==> src/rtl/tmx_pkg.sv <==
/*
  tmx_pkg: constants shared by the period timer and its self-checking bench.
  assumes: byte-wide registers on a 32-bit wishbone word, index-based map.
*/
package tmx_pkg;
  // register indices; byte address is four times the index
  localparam logic [7:0] TMX_IDX_COUNTER = 8'h11;
  localparam logic [7:0] TMX_IDX_CONTROL = 8'h12;
  localparam logic [7:0] TMX_IDX_LIMIT = 8'h92;
  localparam logic [7:0] TMX_IDX_STATUS = 8'h13;
  localparam logic [7:0] TMX_IDX_MASK = 8'h14;
  // reset values
  localparam logic [7:0] TMX_COUNTER_RST = 8'h00;
  localparam logic [7:0] TMX_LIMIT_RST = 8'hff;
  localparam logic [6:0] TMX_CONTROL_RST = 7'h00;
  // control field positions
  localparam int TMX_PRE_LSB = 0;
  localparam int TMX_RUN_BIT = 2;
  localparam int TMX_POST_LSB = 3;
  // flag position, shared by status and mask registers
  localparam int TMX_FLAG_BIT = 1;
  // instruction clock is the core clock divided by four
  localparam logic [1:0] TMX_INSTR_LAST = 2'h3;
  // prescaler terminal counts for 1:1, 1:4 and 1:16
  localparam logic [3:0] TMX_PRE_LAST_1 = 4'h0;
  localparam logic [3:0] TMX_PRE_LAST_4 = 4'h3;
  localparam logic [3:0] TMX_PRE_LAST_16 = 4'hf;
endpackage

==> src/rtl/tmx_scale_if.sv <==
/*
  tmx_scale_if: bundle between the timer and one scaler counter.
  assumes: one clock; owner drives tick, clear and terminal count.
*/
`timescale 1ns/100ps
interface tmx_scale_if;
  logic clr; // synchronous clear of the scaler count
  logic tick; // one-cycle input event
  logic [3:0] last; // terminal count, ratio minus one
  logic [3:0] count; // present count
  logic out; // one-cycle output event
  modport owner (output clr, output tick, output last,
                 input count, input out);
  modport scaler (input clr, input tick, input last,
                  output count, output out);
endinterface

==> src/rtl/tmx_scaler.sv <==
/*
  tmx_scaler: 4-bit divide-by-n event counter, used as pre and postscaler.
  assumes: tick is a one-cycle pulse in the clk_i domain.
*/
`timescale 1ns/100ps
module tmx_scaler (
  input wire logic clk_i,
  input wire logic rst_i,
  tmx_scale_if.scaler sc
);
  logic [3:0] cnt_q; // events seen since the last output

  // count events, wrap at the terminal count; clear wins over a tick
  always_ff @(posedge clk_i) begin
    if (rst_i || sc.clr) begin
      cnt_q <= 4'h0;
    end else if (sc.tick) begin
      if (cnt_q >= sc.last) begin
        // >= also recovers if the ratio shrank under a live count
        cnt_q <= 4'h0;
      end else begin
        cnt_q <= cnt_q + 4'h1;
      end
    end
  end

  // output event on the tick that completes the ratio
  assign sc.out = sc.tick && !sc.clr && (cnt_q >= sc.last);
  assign sc.count = cnt_q;
endmodule

==> src/rtl/tmx_timer.sv <==
/*
  tmx_timer: 8-bit period timer with input prescaler and match postscaler,
  wishbone classic slave for its registers, one level interrupt.
  assumes: clk_i is the oscillator; rst_i covers every kind of reset;
  the serial port and pwm units sample the time base on clk_i.
*/
`timescale 1ns/100ps
module tmx_timer
  import tmx_pkg::*;
(
  input wire logic clk_i,
  input wire logic rst_i,
  input wire logic cyc_i,
  input wire logic stb_i,
  input wire logic we_i,
  input wire logic [9:0] adr_i,
  input wire logic [3:0] sel_i,
  input wire logic [31:0] dat_i,
  output logic [31:0] dat_o,
  output logic ack_o,
  output logic match_pulse_o,
  output logic [7:0] time_base_o,
  output logic irq_o
);

  // bus state
  logic ack_q; // answer to the pending request
  logic [31:0] dat_q; // read data captured with the answer
  logic req; // a request is on the bus
  logic commit; // edge at which the master sees ack
  logic [7:0] idx; // register index from the byte address
  logic wr_cnt; // write to the counter
  logic wr_ctl; // write to the control register
  logic wr_lim; // write to the limit register
  logic wr_sts; // write-one-to-clear on status
  logic wr_msk; // write to the mask register

  // timer state
  logic [1:0] inst_q; // oscillator-to-instruction divider
  logic inst_tick; // one pulse per instruction cycle
  logic [7:0] cnt_q; // period counter
  logic [7:0] lim_q; // period limit
  logic [6:0] ctl_q; // control; bit 7 is not stored
  logic flag_q; // sticky period match flag
  logic en_q; // period match interrupt enable
  logic irq_q; // registered interrupt level
  logic match_q; // registered match pulse
  logic run; // counter_run field
  logic [1:0] pre_sel; // input_divide_select field
  logic [3:0] post_sel; // match_divide_select field
  logic inc; // prescaled increment
  logic wrap; // increment that meets the limit

  tmx_scale_if pre_if ();
  tmx_scale_if post_if ();

  // map the two-bit select to the prescaler terminal count
  function automatic logic [3:0] pre_last(input logic [1:0] sel);
    logic [3:0] r;
    r = TMX_PRE_LAST_1;
    if (sel[1]) begin
      r = TMX_PRE_LAST_16;
    end else if (sel[0]) begin
      r = TMX_PRE_LAST_4;
    end
    return r;
  endfunction

  // bus decode; writes only land on the edge where ack is seen
  assign req = cyc_i && stb_i;
  assign commit = req && ack_q;
  assign idx = adr_i[9:2];
  assign wr_cnt = commit && we_i && sel_i[0] && (idx == TMX_IDX_COUNTER);
  assign wr_ctl = commit && we_i && sel_i[0] && (idx == TMX_IDX_CONTROL);
  assign wr_lim = commit && we_i && sel_i[0] && (idx == TMX_IDX_LIMIT);
  assign wr_sts = commit && we_i && sel_i[0] && (idx == TMX_IDX_STATUS);
  assign wr_msk = commit && we_i && sel_i[0] && (idx == TMX_IDX_MASK);

  // control fields
  assign run = ctl_q[TMX_RUN_BIT];
  assign pre_sel = ctl_q[TMX_PRE_LSB +: 2];
  assign post_sel = ctl_q[TMX_POST_LSB +: 4];

  // ack one cycle after the request, dropped in the following cycle
  always_ff @(posedge clk_i) begin
    if (rst_i) begin
      ack_q <= 1'b0;
    end else begin
      ack_q <= req && !ack_q;
    end
  end

  // read data is captured with ack; unmapped indices read as zero
  always_ff @(posedge clk_i) begin
    if (rst_i) begin
      dat_q <= 32'h0000_0000;
    end else if (req && !ack_q) begin
      unique case (idx)
        TMX_IDX_COUNTER: dat_q <= {24'h000000, cnt_q};
        TMX_IDX_CONTROL: dat_q <= {25'h0000000, ctl_q};
        TMX_IDX_LIMIT: dat_q <= {24'h000000, lim_q};
        TMX_IDX_STATUS: dat_q <= {30'h0, flag_q, 1'b0};
        TMX_IDX_MASK: dat_q <= {30'h0, en_q, 1'b0};
        default: dat_q <= 32'h0000_0000;
      endcase
    end
  end

  // instruction clock enable; free running so scaler clears stay exact
  always_ff @(posedge clk_i) begin
    if (rst_i) begin
      inst_q <= 2'h0;
    end else if (inst_q == TMX_INSTR_LAST) begin
      inst_q <= 2'h0;
    end else begin
      inst_q <= inst_q + 2'h1;
    end
  end
  assign inst_tick = (inst_q == TMX_INSTR_LAST);

  // prescaler: gated by run, ratio from the select field
  assign pre_if.tick = inst_tick && run;
  assign pre_if.last = pre_last(pre_sel);
  assign pre_if.clr = wr_cnt || wr_ctl;
  assign inc = pre_if.out;

  tmx_scaler u_pre (
    .clk_i(clk_i),
    .rst_i(rst_i),
    .sc(pre_if.scaler)
  );

  // postscaler: counts wraps, ratio is the field value plus one
  assign wrap = inc && (cnt_q == lim_q);
  assign post_if.tick = wrap;
  assign post_if.last = post_sel;
  assign post_if.clr = wr_cnt || wr_ctl;

  tmx_scaler u_post (
    .clk_i(clk_i),
    .rst_i(rst_i),
    .sc(post_if.scaler)
  );

  // period counter; software write beats an increment in the same cycle
  always_ff @(posedge clk_i) begin
    if (rst_i) begin
      cnt_q <= TMX_COUNTER_RST;
    end else if (wr_cnt) begin
      cnt_q <= dat_i[7:0];
    end else if (wrap) begin
      cnt_q <= 8'h00;
    end else if (inc) begin
      cnt_q <= cnt_q + 8'h01;
    end
  end

  // period limit; a limit below the count lets it run to ff and roll over
  always_ff @(posedge clk_i) begin
    if (rst_i) begin
      lim_q <= TMX_LIMIT_RST;
    end else if (wr_lim) begin
      lim_q <= dat_i[7:0];
    end
  end

  // control; the counter is untouched by this write
  always_ff @(posedge clk_i) begin
    if (rst_i) begin
      ctl_q <= TMX_CONTROL_RST;
    end else if (wr_ctl) begin
      ctl_q <= dat_i[6:0];
    end
  end

  // sticky flag; a set in the clearing cycle wins so no match is lost
  always_ff @(posedge clk_i) begin
    if (rst_i) begin
      flag_q <= 1'b0;
    end else if (post_if.out) begin
      flag_q <= 1'b1;
    end else if (wr_sts && dat_i[TMX_FLAG_BIT]) begin
      flag_q <= 1'b0;
    end
  end

  // interrupt enable
  always_ff @(posedge clk_i) begin
    if (rst_i) begin
      en_q <= 1'b0;
    end else if (wr_msk) begin
      en_q <= dat_i[TMX_FLAG_BIT];
    end
  end

  // registered outputs; one cycle behind their cause
  always_ff @(posedge clk_i) begin
    if (rst_i) begin
      irq_q <= 1'b0;
      match_q <= 1'b0;
    end else begin
      irq_q <= flag_q && en_q;
      match_q <= wrap;
    end
  end

  assign ack_o = ack_q;
  assign dat_o = dat_q;
  assign irq_o = irq_q;
  assign match_pulse_o = match_q;
  assign time_base_o = cnt_q;
endmodule

==> config.mk <==
export PLATFORM = sky130hd
export DESIGN_NAME = tmx_timer
export DESIGN_NICKNAME = d
export VERILOG_FILES = /design/src/rtl/tmx_pkg.sv /design/src/rtl/tmx_scale_if.sv /design/src/rtl/tmx_scaler.sv /design/src/rtl/tmx_timer.sv
export SDC_FILE = /design/constraint.sdc
export NUM_CORES = 1
export LEC_CHECK = 0
export BUFFER_PORTS_ARGS = -buffer_cell sky130_fd_sc_hd__buf_2
export CAP_MARGIN = 20
export CORE_MARGIN = 1
export CORE_UTILIZATION = 38
export DETAILED_ROUTE_END_ITERATION = 12
export MAX_ROUTING_LAYER = met4
export SETUP_SLACK_MARGIN = 0.15
export SLEW_MARGIN = 20
export SYNTH_ARGS = -nofsm -noshare
export SYNTH_HDL_FRONTEND = slang
export SYNTH_SLANG_ARGS = --single-unit
==> constraint.sdc <==
create_clock -name clk_i -period 5.25 [get_ports clk_i]
set_clock_uncertainty 0.15 [all_clocks]
set_input_delay 0.7875 -clock clk_i [delete_from_list [all_inputs] [get_ports clk_i]]
set_output_delay 0.7875 -clock clk_i [all_outputs]
set_load 0.01 [all_outputs]
---- After elaboration in Yosys (flattened, before gate mapping) ----
Index checks and enable logic that the tools add are counted.
word-level totals
  flip-flop bits (word level) ............. 70
  bits of input ports ..................... 51
  output and inout port bits .............. 43
  word-level logic and storage cells ...... 60
operators by class
  add/subtract/negate cells ............... 4
  order comparisons ....................... 2
  eq/ne operators ......................... 7
  muxes and demuxes ....................... 10
  reduce and logical (&&, ||, !) cells .... 25
operator list
  operator               count
  $pmux W8 S5            1
  $eq A8 B5 Y1 const B   4
  $mux W8                3
  $logic_and A1 B1 Y1    18
  $mux W4                3
  $add A4 B1 Y4 const B  2
  $add A8 B1 Y8 const B  1
  $eq A8 B8 Y1           1
  $eq A8 B8 Y1 const B   1
  $ge A4 B4 Y1           2
  $reduce_bool A3 Y1     1
  $add A2 B1 Y2 const B  1
  $eq A2 B2 Y1 const B   1
  $logic_not A1 Y1       2
  $logic_or A1 B1 Y1     2
  $mux W1                2
  $mux W2                1
  $reduce_bool A2 Y1     1
  $reduce_or A2 Y1       1

---- Depth between registers and ports, before layout ----
  depth after elaboration ................. 13
  depth in mapped cells ................... 10
  gate-level depth less buffers ........... 8

---- Hierarchy ----
A second synthesis with hierarchy kept.
unflattened totals
  cells, all modules ...................... 318
  area total of the unflattened synthesis .. 2791.4 sq um
modules (own cells, without submodules)
  module      instances  cells an instance  area each (sq um)  sequential area each (sq um)
  tmx_timer   1          246                2133.3             760.7
  tmx_scaler  2          36                 329.1              80.1

---- Least setup slack after synthesis ----
Ideal clock, no wire load.
  kind .................................... input to register
  from .................................... input adr_i[5]
  to ...................................... register cnt_q[0], in the netlist time_base_o[0]
  setup time .............................. 0.131 ns
  arrival time ............................ 2.455 ns
  data required time ...................... 4.969 ns
  slack ................................... 2.514 ns
  cell stages on the path ................. 7
  buffers on the path ..................... 2
  cells stage by stage .................... or4b_4 buf_6 or4_4 buf_6 mux2_4 nand2_2 a21oi_2
between the ends
  word-level cells in the longest chain between the ends .. 9
  elaborated cells on any way between the ends .. 12
  those cells by class .................... eq/ne (2); mux (2); reduce/logical (8)
RTL lines
  what                                           line                              source
  start: declaration                             tmx_timer.sv:16                   input wire logic [9:0] adr_i,
  $eq A8 B5 Y1, on equally long branches         tmx_timer.sv:73, tmx_timer.sv:74
  $logic_and A1 B1 Y1, on equally long branches  tmx_timer.sv:73, tmx_timer.sv:74
  $logic_or A1 B1 Y1                             tmx_timer.sv:124                  assign pre_if.clr = wr_cnt || wr_ctl;
  $logic_not A1 Y1                               tmx_scaler.sv:28                  assign sc.out = sc.tick && !sc.clr && (cnt_q >= sc.last);
  $logic_and A1 B1 Y1 (2 in a row)               tmx_scaler.sv:28
  $logic_and A1 B1 Y1                            tmx_timer.sv:134                  assign wrap = inc && (cnt_q == lim_q);
  $mux W8                                        tmx_timer.sv:151                  end else if (wrap) begin
  $mux W8                                        tmx_timer.sv:149                  end else if (wr_cnt) begin
  end signal: assignment                         tmx_timer.sv:150                  cnt_q <= dat_i[7:0];
  end signal: assignment                         tmx_timer.sv:154                  cnt_q <= cnt_q + 8'h01;
  end: declaration                               tmx_timer.sv:41                   logic [7:0] cnt_q;
Parallel ways exist; a longest one is shown, timed or not.
A chain may end at the register's enable or synchronous reset.

---- Worst setup path after layout ----
  from .................................... input adr_i[5]
  to ...................................... register cnt_q[1], in the netlist time_base_o[1]
Same word-level chain as after synthesis.

==> impl_metrics.ini <==
[final_layout]
insertedDiodeCount = 0
drive_gt1_share_pct = 17.20
syn_to_final_growth_pct = 8.697
nets = 405
postLayoutCoreUtil_pct = 43.02
postLayoutCellArea_mm2 = 0.002955

[yosys]
synth_edf_count = 0
yosys.area.top_type = dfxtp_1
yosysWarnings = 0
synthCells = 313
netlist-cell-type-count = 56
synth_compound_area_share_pct = 14.54
synth-main-ff-cell = dfxtp_1
synth_fa_ha_area_share_pct = 5.522
synth-simple-area-share_pct = 24.53
synth_top_area_share_pct = 33.87
synth_area_leaders = dfxtp_1 (34%), buf_4 (6.6%), ha_1 (5.5%)
synth-seq-cells = 46
netlist_area_mm2 = 0.002719
synth_commonest_cells = dfxtp_1 (46), nand2_1 (26), buf_4 (24)
synth_top_family_by_area = simple AND/OR/NAND/NOR gates
ys_seq_area_share_pct = 33.87
synthMuxAreaShare_pct = 4.234
async_flop_share_pct = 0
synth_xor_area_share_pct = 5.476
yosysMostFrequentCell = dfxtp_1
avgSynthCellArea_um2 = 8.686

[sta]
fmax_ghz = 0.3549
slew_headroom_pct = 51.99
worst_pin_slew_ps = 720.2
setup_viol = 0
rsz0062_at_grt = false
setup-tns-final_ps = 0
min_period_ps = 2818
report.final.slew_viol_count = 0
min_period_over_period_pct = 53.67
hold_viol = 0

[route]
drc = 0
initialDrtViolationCount = 87
wire_per_inst_um = 14.21
ant_nets = 0
first_pass_iters = 4
vias = 2299
via_per_inst = 5.237
routed_wl_um = 6239

[cts]
clk_latency_ps = 300
cts_hold_buffers = 0
cts.sinks = 46
root_buffer = clkbuf_8
cts_tree = yes
clkTransAtPathRegs_ps = 90
cts_buffer_depth = 2
post-cts-setup-buffers = 0
htreeDepth = 2
numCtsBuffers = 5
cts-resized-gates = 0

[global_route]
grt_pass1_wl_um = 10220
grt_usage_pct = 18.20
gr-total-overflow = 0
antenna_found_initial = 0
grt_max_degree = 39
grt_pass1_vias = 2069

[pwr]
p_clk_share_pct = 36.2
seq_power_share_pct = 56.5
power.density_mw_per_mm2 = 211.4
switching_share_pct = 24.25
p_comb_share_pct = 7.3
peakVddDrop_mv = 0.07734
internal_power_uw = 473.2
power_leakage_uw = 0.001177
power.switching_uw = 151.5

[outcome]
outcome = finished, final reports clean

[worst_setup_path]
path_class = input pin to flop
crit_fanout = 15
startpoint_type = input pin
critPathRequiredTime_ps = 5300
crit_arrival_ps = 2870
critPathCaptureType = flop

[floorplan]
placementRows = 30
die_x_um = 86.59
dieArea_mm2 = 0.007497
start_util_pct = 39.58
ios = 94
coreArea_mm2 = 0.006869
die_h_um = 86.59

[min_path]
hp-class = flop to flop

[job]
cap_violations = 0

[place]
gp_congestion = 0.8000
hpwl_um = 4600
io_buffers = 40
dpl_cell_area_mm2 = 0.002864
[power groups by stage]
stage | Sequential (uW) | Clock [uW] | Combinational, uW
2_1_floorplan | 362 | 0 | 42.2
3_3_place_gp | 361 | 0 | 45.2
3_5_place_dp | 361 | 0 | 45.6
4_1_cts | 353 | 232 | 45.7
5_1_grt | 354 | 245 | 51.2
6_report | 353 | 226 | 45.7
[sequential cells by signal (all words and copies together) (netlist names)]
signal,flops
inst_q,2
u_pre.sc.count,4
irq_o,1
match_pulse_o,1
lim_q,8
flag_q,1
dat_o,8
time_base_o,8
ack_o,1
u_post.sc.count,4
en_q,1
ctl_q,7
[cell type report]
cell class | instances | area [um2]
Timing Repair Buffer | 43 | 222.7
Clock inverter | 1 | 5.005
Multi-Input combinational cell | 237 | 1567
Tap cell | 96 | 120.1
Clock buffer | 7 | 86.33
Inverter | 9 | 33.78
Sequential cell | 46 | 920.9
Fill cell | 734 | 3914
[placed cells by master, fill, tap and decap left out, drive strengths merged, types with 5 or more instances in the layout]
master and instances:
buf 43, ha 12, inv 9, xor2 14
mux2i 10, nor4 6, clkbuf 7, o21ai 11
nand3 16, nand2b 11, a21oi 16, dfxtp 46
nor3 5, conb 24, nand2 27, nor2 15
[critical path: stages]
cell and delay [ps]:
buf_2 100, or4b_4 590, nor4_4 350, or3_1 510
nor3_1 140, a221o_1 380
[per-stage QoR]
step	hold slack [ps]	std cells	total power [uW]	setup WS (ps)
3_5_place_dp	276.5	431	407.0	2094
6_report	281.6	439	624.7	2432
3_3_place_gp	264.0	431	406.5	2120
4_1_cts	289.8	439	630.8	2426
2_1_floorplan	254.3	336	404.0	2514
5_1_grt	299.2	439	649.8	2336
[kinds of logic after synthesis]
family | Yosys count
compound gates | 58
xor+xnor | 17
flops | 46
mux | 11
simple gates | 115
buf+inv | 53
other cells | 1
fa+ha+maj | 12
[metal layers]
layer	share of wire, %	vias to the layer above	GRT usage [%]
li1	-	1134	-
met2	45	68	28.28
met3	5.2	9	2.571
met4	1.7	0	6.818
met5	0	-	-
met1	48	1088	24.03
[path summary, 6_finish.rpt]
path | start | end | slack (ps) | cells past startpoint
worst max-delay path | adr_i[5] | time_base_o[1]$_SDFFE_PP0P_ | 2430 | 6
worst min-delay path | inst_q[0]$_SDFF_PP0_ | inst_q[0]$_SDFF_PP0_ | 280 | 1
worst max register to register | ctl_q[0]$_SDFFE_PP0P_ | u_post.sc.count[3]$_SDFFE_PP0N_ | 2560 | 7
worst min register to register | inst_q[0]$_SDFF_PP0_ | inst_q[0]$_SDFF_PP0_ | 280 | 1
No activity file was read; power rests on OpenSTA's default activity.
